File: config.mk
export PLATFORM = sky130hd
export DESIGN_NAME = flash_row_write_latch_seq
export DESIGN_NICKNAME = d
export VERILOG_FILES = /design/src/inc/flash_row_pkg.sv /design/src/hdl/flash_row_latch_bank.sv /design/src/hdl/flash_row_write_latch_seq.sv
export VERILOG_INCLUDE_DIRS = /design/src /design/src/inc
export SDC_FILE = /design/constraint.sdc
export NUM_CORES = 1
export LEC_CHECK = 0
export BUFFER_PORTS_ARGS = -buffer_cell sky130_fd_sc_hd__buf_2
export CAP_MARGIN = 5
export CORE_MARGIN = 1
export CORE_UTILIZATION = 60
export DETAILED_ROUTE_END_ITERATION = 7
export GPL_TIMING_DRIVEN = 0
export PLACE_DENSITY = 0.85
export SYNTH_ARGS = -nofsm -noshare
export SYNTH_HDL_FRONTEND = slang
export SYNTH_SLANG_ARGS = --single-unit
File: constraint.sdc
create_clock -name sys_clk -period 4.6 [get_ports sys_clk]
set_input_delay 0.23 -clock sys_clk [delete_from_list [all_inputs] [get_ports sys_clk]]
set_output_delay 0.23 -clock sys_clk [all_outputs]
set_load 0.01 [all_outputs]
File: src/inc/flash_row_regs.svh
// Register offsets, field positions, widths and reset values of the row write sequencer.
// Included by the package and by every design file that needs the numbers.
`ifndef FLASH_ROW_REGS_SVH
`define FLASH_ROW_REGS_SVH

// Register byte offsets (low address byte)
`define FRW_OFS_ADDR_LOW 8'h00
`define FRW_OFS_ADDR_HIGH 8'h04
`define FRW_OFS_WDATA_LOW 8'h08
`define FRW_OFS_WDATA_HIGH 8'h0c
`define FRW_OFS_CONTROL 8'h10
`define FRW_OFS_UNLOCK 8'h14
`define FRW_OFS_W 8

// Control register bit positions
`define FRW_CTRL_ERASE_BIT 0
`define FRW_CTRL_START_BIT 1
`define FRW_CTRL_PERMIT_BIT 2
`define FRW_CTRL_LATCH_ONLY_BIT 5
`define FRW_CTRL_REGION_BIT 6

// Geometry
`define FRW_LATCHES 32
`define FRW_IDX_W 5
`define FRW_ROW_W 10
`define FRW_WORD_W 14
`define FRW_ADDR_W 15
`define FRW_ADRH_W 7
`define FRW_ADRL_W 8
`define FRW_DATH_W 6
`define FRW_DATL_W 8
`define FRW_KEY_W 8

// Values
`define FRW_BLANK_WORD 14'h3fff
`define FRW_KEY_FIRST 8'h5a
`define FRW_KEY_SECOND 8'hc3
`define FRW_HTRANS_ACTIVE_BIT 1
`define FRW_HRESP_OKAY 1'b0

`endif

File: src/inc/flash_row_pkg.sv
// Types shared by the row write sequencer and its latch bank.
// Assumes flash_row_regs.svh on the include path.
`include "flash_row_regs.svh"
package flash_row_pkg;

   typedef enum logic [1:0] {
      OP_NONE = 2'b00,
      OP_PROG = 2'b01,
      OP_ERASE = 2'b10
   } flash_op_t;

   typedef struct packed {
      flash_op_t op;
      logic [`FRW_ADDR_W-1:0] addr;
      logic [`FRW_WORD_W-1:0] data;
   } flash_cmd_t;

   typedef struct packed {
      logic region_select;
      logic latch_only_load;
      logic write_permit;
      logic row_erase;
   } mem_ctrl_t;

   typedef enum logic [2:0] {
      UL_IDLE = 3'b001,
      UL_HALF = 3'b010,
      UL_ARMED = 3'b100
   } unlock_state_t;

   typedef enum logic [3:0] {
      SQ_IDLE = 4'b0001,
      SQ_ISSUE = 4'b0010,
      SQ_WAIT = 4'b0100,
      SQ_CLEAR = 4'b1000
   } seq_state_t;

endpackage

File: src/hdl/flash_row_latch_bank.sv
// Bank of word-wide write latches for one flash row.
// Assumes load and clear come from the sequencer on the same clock.
`timescale 1ns/1ps
`include "flash_row_regs.svh"
module flash_row_latch_bank
   import flash_row_pkg::*;
#(
   parameter int LATCHES = `FRW_LATCHES,
   parameter int IDX_W = `FRW_IDX_W
) (
   // Clock and reset
   input wire logic sys_clk,
   input wire logic nrst,
   // Load and clear
   input wire logic load_en,
   input wire logic [IDX_W-1:0] load_idx,
   input wire logic [`FRW_WORD_W-1:0] load_data,
   input wire logic clear_all,
   // Read
   input wire logic [IDX_W-1:0] rd_idx,
   output logic [`FRW_WORD_W-1:0] rd_data,
   output logic all_blank
);

   logic [`FRW_WORD_W-1:0] latch_ff [LATCHES];
   logic [LATCHES-1:0] blank_vec;

   for (genvar i = 0; i < LATCHES; i++) begin : g_latch
      always_ff @(posedge sys_clk) begin
         if (!nrst || clear_all) begin
            latch_ff[i] <= `FRW_BLANK_WORD;
         end else if (load_en && load_idx == IDX_W'(i)) begin
            latch_ff[i] <= load_data;
         end
      end
      assign blank_vec[i] = (latch_ff[i] == `FRW_BLANK_WORD);
   end

   assign rd_data = latch_ff[rd_idx];
   assign all_blank = &blank_vec;

endmodule

File: src/hdl/flash_row_write_latch_seq.sv
// Row write sequencer for program flash: AHB-Lite register slave, unlock check, latch bank, command stream.
// Assumes one AHB-Lite master, single word transfers, and a flash array that acks each command on sys_clk.
`timescale 1ns/1ps
`include "flash_row_regs.svh"
module flash_row_write_latch_seq
   import flash_row_pkg::*;
#(
   parameter int LATCHES = `FRW_LATCHES,
   parameter logic [`FRW_KEY_W-1:0] KEY_FIRST = `FRW_KEY_FIRST,
   parameter logic [`FRW_KEY_W-1:0] KEY_SECOND = `FRW_KEY_SECOND
) (
   // Clock and reset
   input wire logic sys_clk,
   input wire logic nrst,
   // AHB-Lite slave
   input wire logic hsel,
   input wire logic [31:0] haddr,
   input wire logic [1:0] htrans,
   input wire logic hwrite,
   input wire logic [2:0] hsize,
   input wire logic [31:0] hwdata,
   input wire logic hready,
   output logic [31:0] hrdata,
   output logic hreadyout,
   output logic hresp,
   // Flash array command port
   output flash_cmd_t flash_cmd,
   output logic flash_cmd_valid,
   input wire logic flash_cmd_ack,
   // Status
   output logic seq_busy
);

   localparam int IDX_W = `FRW_IDX_W;

   // Bus state
   logic addr_acc;
   logic wr_pend_ff;
   logic [`FRW_OFS_W-1:0] wr_ofs_ff;
   logic [31:0] hrdata_ff;
   logic hreadyout_ff;
   logic hresp_ff;
   logic wr_now;

   // Software registers
   logic [`FRW_ADRL_W-1:0] adrl_ff;
   logic [`FRW_ADRH_W-1:0] adrh_ff;
   logic [`FRW_DATL_W-1:0] datl_ff;
   logic [`FRW_DATH_W-1:0] dath_ff;
   mem_ctrl_t ctrl_ff;
   mem_ctrl_t ctrl_w;

   // Unlock and sequencing
   unlock_state_t ul_state_ff;
   unlock_state_t nxt_ul_state;
   seq_state_t sq_state_ff;
   logic key_wr;
   logic start_wr;
   logic trigger;
   logic latch_load;
   logic [`FRW_ROW_W-1:0] row_ff;
   flash_op_t op_ff;
   logic [IDX_W-1:0] word_idx_ff;
   logic busy_ff;
   flash_cmd_t cmd_ff;
   logic cmd_valid_ff;
   logic [`FRW_WORD_W-1:0] latch_rd;
   logic all_blank;
   logic [IDX_W:0] words_cnt_ff;

   assign hrdata = hrdata_ff;
   assign hreadyout = hreadyout_ff;
   assign hresp = hresp_ff;
   assign flash_cmd = cmd_ff;
   assign flash_cmd_valid = cmd_valid_ff;
   assign seq_busy = busy_ff;

   // Address phase capture; zero wait states, so the data phase is one cycle
   assign addr_acc = hsel && hready && htrans[`FRW_HTRANS_ACTIVE_BIT];
   assign wr_now = wr_pend_ff;

   always_ff @(posedge sys_clk) begin
      if (!nrst) begin
         wr_pend_ff <= 1'b0;
         wr_ofs_ff <= '0;
         hreadyout_ff <= 1'b0;
         hresp_ff <= `FRW_HRESP_OKAY;
      end else begin
         wr_pend_ff <= addr_acc && hwrite;
         if (addr_acc) begin
            wr_ofs_ff <= haddr[`FRW_OFS_W-1:0];
         end
         hreadyout_ff <= 1'b1;
         hresp_ff <= `FRW_HRESP_OKAY;
      end
   end

   // Read data prepared at the address phase, unmapped offsets read zero
   always_ff @(posedge sys_clk) begin
      if (!nrst) begin
         hrdata_ff <= '0;
      end else if (addr_acc && !hwrite) begin
         hrdata_ff <= '0;
         unique case (haddr[`FRW_OFS_W-1:0])
            `FRW_OFS_ADDR_LOW: hrdata_ff[`FRW_ADRL_W-1:0] <= adrl_ff;
            `FRW_OFS_ADDR_HIGH: hrdata_ff[`FRW_ADRH_W-1:0] <= adrh_ff;
            `FRW_OFS_WDATA_LOW: hrdata_ff[`FRW_DATL_W-1:0] <= datl_ff;
            `FRW_OFS_WDATA_HIGH: hrdata_ff[`FRW_DATH_W-1:0] <= dath_ff;
            `FRW_OFS_CONTROL: begin
               hrdata_ff[`FRW_CTRL_ERASE_BIT] <= ctrl_ff.row_erase;
               hrdata_ff[`FRW_CTRL_START_BIT] <= busy_ff;
               hrdata_ff[`FRW_CTRL_PERMIT_BIT] <= ctrl_ff.write_permit;
               hrdata_ff[`FRW_CTRL_LATCH_ONLY_BIT] <= ctrl_ff.latch_only_load;
               hrdata_ff[`FRW_CTRL_REGION_BIT] <= ctrl_ff.region_select;
            end
            default: hrdata_ff <= '0;
         endcase
      end
   end

   // Address and data register pairs
   always_ff @(posedge sys_clk) begin
      if (!nrst) begin
         adrl_ff <= '0;
         adrh_ff <= '0;
         datl_ff <= '0;
         dath_ff <= '0;
      end else if (wr_now) begin
         if (wr_ofs_ff == `FRW_OFS_ADDR_LOW) begin
            adrl_ff <= hwdata[`FRW_ADRL_W-1:0];
         end
         if (wr_ofs_ff == `FRW_OFS_ADDR_HIGH) begin
            adrh_ff <= hwdata[`FRW_ADRH_W-1:0];
         end
         if (wr_ofs_ff == `FRW_OFS_WDATA_LOW) begin
            datl_ff <= hwdata[`FRW_DATL_W-1:0];
         end
         if (wr_ofs_ff == `FRW_OFS_WDATA_HIGH) begin
            dath_ff <= hwdata[`FRW_DATH_W-1:0];
         end
      end
   end

   // Control bits as written in this data phase
   always_comb begin
      ctrl_w.row_erase = hwdata[`FRW_CTRL_ERASE_BIT];
      ctrl_w.write_permit = hwdata[`FRW_CTRL_PERMIT_BIT];
      ctrl_w.latch_only_load = hwdata[`FRW_CTRL_LATCH_ONLY_BIT];
      ctrl_w.region_select = hwdata[`FRW_CTRL_REGION_BIT];
   end

   always_ff @(posedge sys_clk) begin
      if (!nrst) begin
         ctrl_ff <= '0;
      end else if (wr_now && wr_ofs_ff == `FRW_OFS_CONTROL) begin
         ctrl_ff <= ctrl_w;
      end
   end

   // Unlock: two key writes then the start write, with no other access between
   assign key_wr = wr_now && wr_ofs_ff == `FRW_OFS_UNLOCK;
   assign start_wr = wr_now && wr_ofs_ff == `FRW_OFS_CONTROL && hwdata[`FRW_CTRL_START_BIT];

   always_comb begin
      nxt_ul_state = ul_state_ff;
      if (wr_now) begin
         if (key_wr && hwdata[`FRW_KEY_W-1:0] == KEY_FIRST) begin
            nxt_ul_state = UL_HALF;
         end else if (key_wr && ul_state_ff == UL_HALF && hwdata[`FRW_KEY_W-1:0] == KEY_SECOND) begin
            nxt_ul_state = UL_ARMED;
         end else begin
            nxt_ul_state = UL_IDLE;
         end
      end
      if (addr_acc && !hwrite) begin
         nxt_ul_state = UL_IDLE;
      end
   end

   always_ff @(posedge sys_clk) begin
      if (!nrst) begin
         ul_state_ff <= UL_IDLE;
      end else begin
         ul_state_ff <= nxt_ul_state;
      end
   end

   // Start accepted only when armed, permitted, program region, and idle
   assign trigger = start_wr && ul_state_ff == UL_ARMED
                    && ctrl_w.write_permit
                    && !ctrl_w.region_select
                    && sq_state_ff == SQ_IDLE;
   assign latch_load = trigger && !ctrl_w.row_erase;

   flash_row_latch_bank #(
      .LATCHES(LATCHES),
      .IDX_W(IDX_W)
   ) u_bank (
      .sys_clk(sys_clk),
      .nrst(nrst),
      .load_en(latch_load),
      .load_idx(adrl_ff[IDX_W-1:0]),
      .load_data({dath_ff, datl_ff}),
      .clear_all(sq_state_ff == SQ_CLEAR),
      .rd_idx(word_idx_ff),
      .rd_data(latch_rd),
      .all_blank(all_blank)
   );

   // Operation sequencer
   always_ff @(posedge sys_clk) begin
      if (!nrst) begin
         sq_state_ff <= SQ_IDLE;
         row_ff <= '0;
         op_ff <= OP_NONE;
         word_idx_ff <= '0;
         busy_ff <= 1'b0;
      end else begin
         unique case (sq_state_ff)
            SQ_IDLE: begin
               if (trigger && (ctrl_w.row_erase || !ctrl_w.latch_only_load)) begin
                  row_ff <= {adrh_ff, adrl_ff[`FRW_ADRL_W-1:IDX_W]};
                  op_ff <= ctrl_w.row_erase ? OP_ERASE : OP_PROG;
                  word_idx_ff <= '0;
                  busy_ff <= 1'b1;
                  sq_state_ff <= SQ_ISSUE;
               end
            end
            SQ_ISSUE: sq_state_ff <= SQ_WAIT;
            SQ_WAIT: begin
               if (flash_cmd_ack) begin
                  if (op_ff == OP_PROG && word_idx_ff != IDX_W'(LATCHES - 1)) begin
                     word_idx_ff <= word_idx_ff + 1'b1;
                     sq_state_ff <= SQ_ISSUE;
                  end else begin
                     sq_state_ff <= SQ_CLEAR;
                  end
               end
            end
            SQ_CLEAR: begin
               busy_ff <= 1'b0;
               op_ff <= OP_NONE;
               sq_state_ff <= SQ_IDLE;
            end
         endcase
      end
   end

   // Command to the array, held until acknowledged
   always_ff @(posedge sys_clk) begin
      if (!nrst) begin
         cmd_ff <= '0;
         cmd_valid_ff <= 1'b0;
      end else if (sq_state_ff == SQ_ISSUE) begin
         cmd_valid_ff <= 1'b1;
         cmd_ff.op <= op_ff;
         if (op_ff == OP_ERASE) begin
            cmd_ff.addr <= {row_ff, IDX_W'(0)};
            cmd_ff.data <= `FRW_BLANK_WORD;
         end else begin
            cmd_ff.addr <= {row_ff, word_idx_ff};
            cmd_ff.data <= latch_rd;
         end
      end else if (sq_state_ff == SQ_WAIT && flash_cmd_ack) begin
         cmd_valid_ff <= 1'b0;
      end
   end

   // Programming words issued in the current operation
   always_ff @(posedge sys_clk) begin
      if (!nrst || sq_state_ff == SQ_IDLE) begin
         words_cnt_ff <= '0;
      end else if (sq_state_ff == SQ_ISSUE && op_ff == OP_PROG) begin
         words_cnt_ff <= words_cnt_ff + 1'b1;
      end
   end
endmodule

# After elaboration in Yosys (flattened, before gate mapping)
# Memory sizes are Yosys's and may differ from the RTL's. A register that Yosys moved wholly into a read port is not among the register bits.
# Cells that the tools add are included.
dict set report totals {
  ff_bits 108
  ramBits 448
  in_bits 75
  output_inout_bits 67
  memories 1
}
# memory depth word_bits read_ports rd_ports_with_merged_regs write_ports line_no
set mem_list {}
lappend mem_list {u_bank.latch_ff 32 14 1 1 32 flash_row_latch_bank.sv:25} ;# logic [`FRW_WORD_W-1:0] latch_ff [LATCHES];
dict set report classes {
  n_addsub 1
  eq_ne 54
  mux 156
  n_bitwise 33
  n_reduce_logical 72
}
# cell count
set op_table {}
lappend op_table {{14-bit 2-to-1 mux} 32}
lappend op_table {{1-bit 2-to-1 mux} 102}
lappend op_table {{5-bit == test, second input constant} 16}
lappend op_table {{1-bit logical AND} 50}
lappend op_table {{5-bit by 4-bit == test with 1-bit output, second input constant} 8}
lappend op_table {{8-bit by 4-bit == test with 1-bit output, second input constant} 4}
lappend op_table {{1-bit bitwise OR} 32}
lappend op_table {{5-bit 2-to-1 mux} 5}
lappend op_table {{8-bit by 5-bit == test with 1-bit output, second input constant} 3}
lappend op_table {{5-bit by 3-bit == test with 1-bit output, second input constant} 4}
lappend op_table {{19-bit 2-to-1 mux} 1}
lappend op_table {{8-bit by 3-bit == test with 1-bit output, second input constant} 2}
lappend op_table {{8-bit zero test} 2}
lappend op_table {{4-bit one-hot mux with 4 select lines} 1}
lappend op_table {{3-bit one-hot mux with 5 select lines} 1}
lappend op_table {{2-bit AND reduction} 7}
lappend op_table {{4-bit 2-to-1 mux} 3}
lappend op_table {{5-bit by 2-bit == test with 1-bit output, second input constant} 2}
lappend op_table {{5-bit one-hot mux with 2 select lines} 1}
lappend op_table {{8-bit by 7-bit == test with 1-bit output, second input constant} 1}
lappend op_table {{8-bit == test, second input constant} 1}
lappend op_table {{2-bit one-hot mux with 4 select lines} 1}
lappend op_table {{3-bit 2-to-1 mux} 2}
lappend op_table {{2-bit inequality test, second input constant} 3}
lappend op_table {{other kinds (23)} 32}

# Depth between registers and ports, before layout
# Gate-level depths: netlist (run 1).
dict set report depth {
  ltp_word 13
  depth_mapped 9
  ltp_nobuf 8
}

# By module
# A second synthesis (run 1) with hierarchy kept.
dict set report hier_totals {
  hier_cells 2114
  area_unflattened_um2 26824.5
}
# module instances cells_per_inst area_each_um2
set modules_own_cells {}
lappend modules_own_cells {flash_row_latch_bank 1 1572 21889.7}
lappend modules_own_cells {flash_row_write_latch_seq 1 542 4934.7}

# Least setup slack after synthesis (run 1)
# No wires, ideal clock.
dict set report synth_timing {
  path_kind {flip-flop to flip-flop}
  from {register wr_ofs_ff[0]}
  to {memory u_bank.latch_ff[19][0] (netlist name), enable pin}
  setup_time_ns 0.404
  arrival_ns 2.836
  required_ns 4.196
  slack_ns 1.360
  stages_incl_launch_ff 7
  path_buffers 1
  period_less_slack_ns 3.240
  path_cell_list {dfxtp_1 or4_1 nor4_4 and3_1 nand2_1 clkbuf_1 o21ai_0}
}
# item line_no
set synth_lines {}
lappend synth_lines {{start, declared} flash_row_write_latch_seq.sv:39} ;# logic [`FRW_OFS_W-1:0] wr_ofs_ff;
lappend synth_lines {{start signal, assigned} flash_row_write_latch_seq.sv:91} ;# wr_ofs_ff <= haddr[`FRW_OFS_W-1:0];
lappend synth_lines {{end, declared} flash_row_latch_bank.sv:25}

==> results of run 1 <==
==> worst paths after layout <==
path	start	endpoint	cells past startpoint
min reg2reg	wr_ofs_ff[5]$_SDFFE_PN0P_	wr_ofs_ff[5]$_SDFFE_PN0P_	2
max reg2reg	wr_ofs_ff[0]$_SDFFE_PN0P_	u_bank.latch_ff[6][10]$_SDFFCE_PN1P_	7
min	haddr[4]	wr_ofs_ff[4]$_SDFFE_PN0P_	3
max	wr_ofs_ff[0]$_SDFFE_PN0P_	u_bank.latch_ff[6][10]$_SDFFCE_PN1P_	7
==> stage by stage <==
step	hold WS, ns	util
6_report	0.02517	0.6875
5_1_grt	0.04886	0.6875
4_1_cts	0.004248	0.6875
3_5_place_dp	0.4269	0.6416
3_3_place_gp	0.4241	0.6352
2_1_floorplan	0.2577	-
==> layout make-up <==
cell class	count	area, µm²
flip-flops and latches	561	15720
fillers	2804	12790
multi-input cells	1248	8324
clock buffers	75	1524
plain buffers	193	1010
repair buffers	101	675.6
well taps	532	665.6
clock inverters	27	214.0
inverters	2	7.507
==> flip-flops by register name, indices dropped and copies added, names as in the netlist, named ones only <==
name	count
word_idx_ff	5
u_bank.latch_ff	448
wr_now	1
flash_cmd_valid	1
ctrl_ff	4
dath_ff	6
hreadyout	1
row_ff	10
adrl_ff	8
sq_state_ff	4
datl_ff	8
adrh_ff	7
hrdata	8
op_ff	2
seq_busy	1
ul_state_ff	3
wr_ofs_ff	8
flash_cmd	31
==> critical path, cell delays in order (launching register included) <==
cell	delay, ns
dfxtp_1	0.34
or4_1	0.60
nor4_4	0.51
and3_1	0.27
nand2b_1	0.18
clkbuf_1	0.35
o21ai_1	0.83
buf_6	0.24
==> cell usage after synthesis (3+ instances only) <==
cell type	instances
a221oi_1	30
a21boi_0	29
a31o_2	6
nor2b_1	60
a22o_1	8
mux2i_1	120
buf_6	8
nor3_1	17
mux4_2	71
a311oi_1	13
clkbuf_1	94
nand2b_1	20
nor4b_1	6
dfxtp_1	113
and3_1	7
nor2_1	72
o21ai_0	75
buf_4	50
a21oi_1	9
buf_2	16
a22oi_1	16
o21a_1	3
nand2_1	539
edfxtp_1	448
nor2_2	6
nor3b_1	3
nor2_8	10
nand3_1	32
mux2_2	34
nand4_1	4
buf_1	23
==> where the power goes <==
group / total [µW] / internal (µW) / switching (µW) / leakage [µW]
Sequential: 5560 / 5510 / 52.6 / 0.00394
Clock: 4350 / 2440 / 1910 / 0.000844
Combinational: 453 / 155 / 299 / 0.00292
==> routing by layer <==
layer / vias up / part of all wire / GRT usage
met5: - / 0 / 0
met4: 0 / 0.036 / 0.1153
met3: 127 / 0.099 / 0.06512
met2: 952 / 0.48 / 0.5212
met1: 8265 / 0.38 / 0.4097
li1: 7447 / - / -
==> cell families (layout without fill, tap and decap cells) <==
kind of cell,count (synthesis),in the layout,synth area share
xor+xnor,2,2,0.0007023
mux,225,225,0.1276
other cells,1,25,0.0001503
compound gates,197,197,0.05407
flops,561,561,0.6300
fa+ha+maj,3,3,0.001404
simple gates,796,796,0.1453
buf+inv,195,398,0.04078
==> impl_summary.txt, run 1 <==
----------------------------------------------------
[Floorplanning]
  Number of top-level design ports ... 142
  Row cnt ... 74
  Overall die area ... 42,390 µm²
  Standard cell core area ... 40,920 µm²
  Initial standard-cell utilization of the core ... 0.6095
  Width of the chip ... 205.9 µm
  Die Y ... 205.9 µm

[Placement]
  IO Port Bufs ... 59
  Placed wire-length estimate after detailed placement ... 48,380 µm
  Area of placed instances ... 26,260 µm²
  Pre-CTS setup slack ... 1.041 ns
  Dpl cells ... 2,623
  RePlAce Congestion ... 0.9572

[Global route]
  Maximum number of pins on one net before global-route repair ... 16
  Number of antenna violations at the first check in global routing ... 0
  Total global-route track usage ... 0.3139
  First-pass GRT wire length ... 96,860 µm
  Vias in the first global route ... 16,348
  Leftover overflow at the end of global routing ... 0

[STA]
  Ratio of final minimum period to clock period ... 0.7899
  RSZ-0062 raised after global routing ... false
  Maximum clock frequency ... 275.2 MHz
  Actual transition at the worst max-transition pin ... 1.044 ns
  Time the worst path needs with I/O delays and setup ... 3.634 ns
  PnR worst setup slack ... 0.9663 ns
  Final clock skew ... 0.02095 ns
  Final Hold Viols ... 0
  Relative slew slack ... 0.3024
  Number of pins with negative max-slew slack in the final report ... 0
  Finish-stage setup viols ... 0
  Accumulated negative setup slack ... 0 ns

[Synthesis]
  Count of unique library cells instantiated by Yosys ... 61
  Syn. warnings ... 0
  Post-Syn Area ... 24,950 µm²
  Top_reg_cell synth ... edfxtp_1
  Total of flip-flops plus latches after synthesis ... 561
  Yosys top cell by area ... edfxtp_1
  Count of flip-flops with a built-in enable after synthesis ... 448
  Share of Yosys cell area claimed by the top area cell type ... 0.5393
  Synthesized area per cell ... 12.60 µm²
  Asr flop ratio synth ... 0
  Sequential fraction of the synthesis area ... 0.6300
  Most area-consuming cells after synthesis ... edfxtp_1, dfxtp_1, nand2_1
  Number of instances in the synthesized netlist ... 1,980

[Clocking]
  Buffers inserted during post-CTS setup optimization ... 0
  Clock tree from TritonCTS ... built
  Hold buffer count at CTS ... 14
  Clock tree root driver cell ... clkbuf_16
  TritonCTS sink count ... 561
  Number of buffers created by CTS ... 55
  Post-cts repair resize count ... 0
  Clock insertion delay at the later pin of the skew report ... 0.62 ns
  Clock-pin slew on the worst setup and hold paths ... 0.06 ns
  CTS Buffer Depth ... 3
  Number of H-tree levels ... 2

[Status]
  Result of the run ... finished clean

[Drt]
  Number of remaining DRC errors ... 0
  Via density per instance ... 6.130
  Vias after detailed routing ... 16,791
  Iter 0 DRT Violations ... 1,970
  Routed wire length ... 65,490 µm
  Final ANT Viol Nets ... 0
  Router iterations before antenna repair ... 6
  WL/cell ... 23.91 µm

[Min path]
  Worst min-delay path class ... in2reg

[Pwr]
  Lkg Pwr ... 0.007712 µW
  Largest voltage drop on the vdd net ... 311.7 µV
  Power density over the cells ... 368.3 nW/µm²
  Total design power ... 10,360 µW

[Job]
  Maximum capacitance violations ... 0

[Critical path]
  Setup Crit Path Kind ... reg2reg
  Arrival @ worst endpoint ... 3.96 ns
  Top fanout value on the critical path ... 10
  Nature of the critical path endpoint ... flip-flop
  CP Launch Type ... flip-flop
  Crit path required time ... 4.92 ns
  Worst setup slack for register-to-register paths ... 0.97 ns

[Layout]
  Net count, final ... 2,239
  Post-layout instance count excluding filler cells ... 2,739
  Share of cells above drive strength 1 ... 0.1708
  Most frequent standard cell in the layout excluding fill and tap cells ... nand2_1
  Final design area excluding fillers ... 28,140 µm²
  Commonest cells after routing, fill and taps aside ... nand2_1, edfxtp_1, mux2i_1
  Syn-to-layout area delta ... 12.79%
  Antenna diode instance count ... 0

----------------------------------------------------
No activity file was read; power rests on OpenSTA's default activity.
==> run 2, diff against run 1 <==
Clock period 4.6 ns to 3.7 ns, I/O delays scaled along.
==> run 2 against run 1 <==
- setup slack got worse by 0.92 ns
- power rose by 24%
- first-iteration DRC count rose by 3.3%
- via count rose by 0.38%
- count of clock-buffer cells in the layout did not move
- core utilization rose by 0.076 points
- fmax fell by 0.48%
- hold slack improved by 0.078 ns
- flip-flop and latch count did not move
- clock power rose by 24%
- non-clock buffer count rose by 2
- cell count barely moved
- highest routed layer unchanged
==> impl_summary.txt, run 2 (synthesized netlist as in run 1, its figures left out) <==
----------------------------------------------------
[Global route]
  Vias in the first global route ... 16,372
  Number of antenna violations at the first check in global routing ... 0
  Leftover overflow at the end of global routing ... 0
  First-pass GRT wire length ... 96,950 µm
  Maximum number of pins on one net before global-route repair ... 16
  Total global-route track usage ... 0.3142

[Clocking]
  TritonCTS sink count ... 561
  CTS Buffer Depth ... 3
  Number of buffers created by CTS ... 55
  Clock-pin slew on the worst setup and hold paths ... 0.06 ns
  Clock insertion delay at the later pin of the skew report ... 0.62 ns
  Number of H-tree levels ... 2
  Clock tree from TritonCTS ... built
  Clock tree root driver cell ... clkbuf_16

[Drt]
  Iter 0 DRT Violations ... 2,035
  Routed wire length ... 65,570 µm
  Number of remaining DRC errors ... 0
  Final ANT Viol Nets ... 0
  Router iterations before antenna repair ... 5
  Vias after detailed routing ... 16,854
  WL/cell ... 23.92 µm
  Via density per instance ... 6.149

[Floorplanning]
  Width of the chip ... 205.9 µm
  Initial standard-cell utilization of the core ... 0.6095
  Row cnt ... 74
  Standard cell core area ... 40,920 µm²
  Overall die area ... 42,390 µm²
  Die Y ... 205.9 µm
  Number of top-level design ports ... 142

[Min path]
  Endpoint, Worst Hold ... adrl_ff[6]$_SDFFE_PN0P_
  Launch point of the worst hold path ... hwdata[6]
  Cell depth of the worst min-delay path ... 3
  Worst min-delay path class ... in2reg

[Layout]
  Syn-to-layout area delta ... 12.92%
  Most frequent standard cell in the layout excluding fill and tap cells ... nand2_1
  Commonest cells after routing, fill and taps aside ... nand2_1, edfxtp_1, mux2i_1
  Reg with most FFs ... u_bank.latch_ff
  Share of cells above drive strength 1 ... 0.1720
  Flip-flop count of the largest register, all copies and words added ... 448
  Layout Utilization ... 0.6883
  Net count, final ... 2,241
  Antenna diode instance count ... 0

[Critical path]
  Logic depth of the worst register-to-register path ... 7
  Critical path's top delay family ... buffers and inverters
  Setup Crit Path Kind ... reg2reg
  Worst setup slack for register-to-register paths ... 0.05 ns
  Cell type of the slowest stage on the worst timing path ... a221oi_1
  Chain of cells forming the critical path ... clkbuf_1, nor2b_1, buf_1, clkbuf_1, a221oi_1, a221oi_1, nor2_1
  Nature of the critical path endpoint ... flip-flop
  Crit path required time ... 4.16 ns
  Top fanout value on the critical path ... 10
  Worst R2R End ... flash_cmd[6]$_SDFFE_PN0P_
  CP Launch Type ... flip-flop
  Arrival @ worst endpoint ... 4.11 ns
  Crit path buf inv count ... 3
  Delay of the slowest cell on the worst path ... 0.89 ns

[Job]
  Maximum capacitance violations ... 0

[Pwr]
  Power density over the cells ... 457.6 nW/µm²
  Largest voltage drop on the vdd net ... 387.0 µV
  Lkg Pwr ... 0.007725 µW

[STA]
  RSZ-0062 raised after global routing ... false
  Final Hold Viols ... 0
  Relative slew slack ... 0.2953
  Number of pins with negative max-slew slack in the final report ... 0
  Maximum clock frequency ... 273.9 MHz
  Finish-stage setup viols ... 0
  Final clock skew ... 0.02098 ns
  Time the worst path needs with I/O delays and setup ... 3.651 ns
  PnR worst setup slack ... 0.04874 ns
  Worst slack on hold paths ... 0.1035 ns
  Actual transition at the worst max-transition pin ... 1.054 ns
  Ratio of final minimum period to clock period ... 0.9868

[Placement]
  Placed wire-length estimate after detailed placement ... 48,380 µm
  RePlAce Congestion ... 0.9572
  IO Port Bufs ... 59
  Pre-CTS setup slack ... 0.1410 ns

[Status]
  Result of the run ... finished clean

----------------------------------------------------
run 2: cell count changes in the layout (fill, tap and decap cells not counted):
cell / delta
o21ai_2: +3
o21ai_1: -3
dlygate4sd3_1: +2
run 2: what timing repair did:
item	CTS	global route
hold endpoints to repair	40	0
setup buffers	0	0
resized for setup	0	3
hold buffers	16	0
setup endpoints to repair	0	16
run 2: worst max-delay path by stage:
stage / from / endpoint / cells after the start / slack [ns]
2_1_floorplan: wr_ofs_ff[0]$_SDFFE_PN0P_ / u_bank.latch_ff[19][0]$_SDFFCE_PN1P_ / 6 / 0.46
3_3_place_gp: wr_ofs_ff[0]$_SDFFE_PN0P_ / u_bank.latch_ff[0][3]$_SDFFCE_PN1P_ / 6 / -0.73
3_5_place_dp: wr_ofs_ff[0]$_SDFFE_PN0P_ / u_bank.latch_ff[6][4]$_SDFFCE_PN1P_ / 7 / 0.14
4_1_cts: wr_ofs_ff[0]$_SDFFE_PN0P_ / u_bank.latch_ff[6][7]$_SDFFCE_PN1P_ / 7 / 0.12
5_1_grt: wr_now$_SDFF_PN0_ / u_bank.latch_ff[0][9]$_SDFFCE_PN1P_ / 7 / 0.02
6_report: flip-flop / flash_cmd[6]$_SDFFE_PN0P_ / 7 / 0.05
run 2: worst register-to-register path, delay by kind of cell, from the launching register on:
family / cells / cell delay (ns)
AO/OA/AOI/OAI: 2 / 1.10
buffers and inverters: 3 / 1.75
flip-flops: 1 / 0.31
AND/OR/NAND/NOR: 2 / 0.34
run 2: power by group:
part | switching (µW) | total, µW | internal, µW | leakage [µW]
registers | 65.2 | 6910 | 6850 | 0.00394
logic | 371 | 565 | 194 | 0.00294
clock network | 2380 | 5410 | 3030 | 0.000844
total | 2820 | 12900 | 10100 | 0.00773
run 2: final cells by class:
| type | count | area [µm²] |
|---|---|---|
| flip-flops and latches | 561 | 15720 |
| plain buffers | 193 | 1010 |
| clock buffers | 75 | 1524 |
| well taps | 532 | 665.6 |
| repair buffers | 103 | 695.7 |
| inverters | 2 | 7.507 |
| multi-input cells | 1248 | 8335 |
| fillers | 2802 | 12760 |
| clock inverters | 27 | 214.0 |
run 2: per-layer routing:
layer | wire length (µm) | track usage | share of wire | vias to the layer above
met5 | 0 | 0 | 0 | -
met4 | 2422 | 0.1158 | 0.037 | 0
met3 | 6374 | 0.06528 | 0.097 | 137
met2 | 31660 | 0.5207 | 0.48 | 967
met1 | 25110 | 0.4108 | 0.38 | 8308
li1 | - | - | - | 7442
run 2: through the flow:
stage / setup TNS (ns) / instances / cell area (µm²) / power (µW)
after floorplan: 0 / 2004 / 25040 / 7348
after global placement: -165.65 / 2595 / 26000 / 7554
after detailed placement: 0 / 2623 / 26260 / 7581
after CTS: 0 / 2741 / 28160 / 12860
after global routing: 0 / 2741 / 28170 / 13160
final: 0 / 2741 / 28170 / 12890
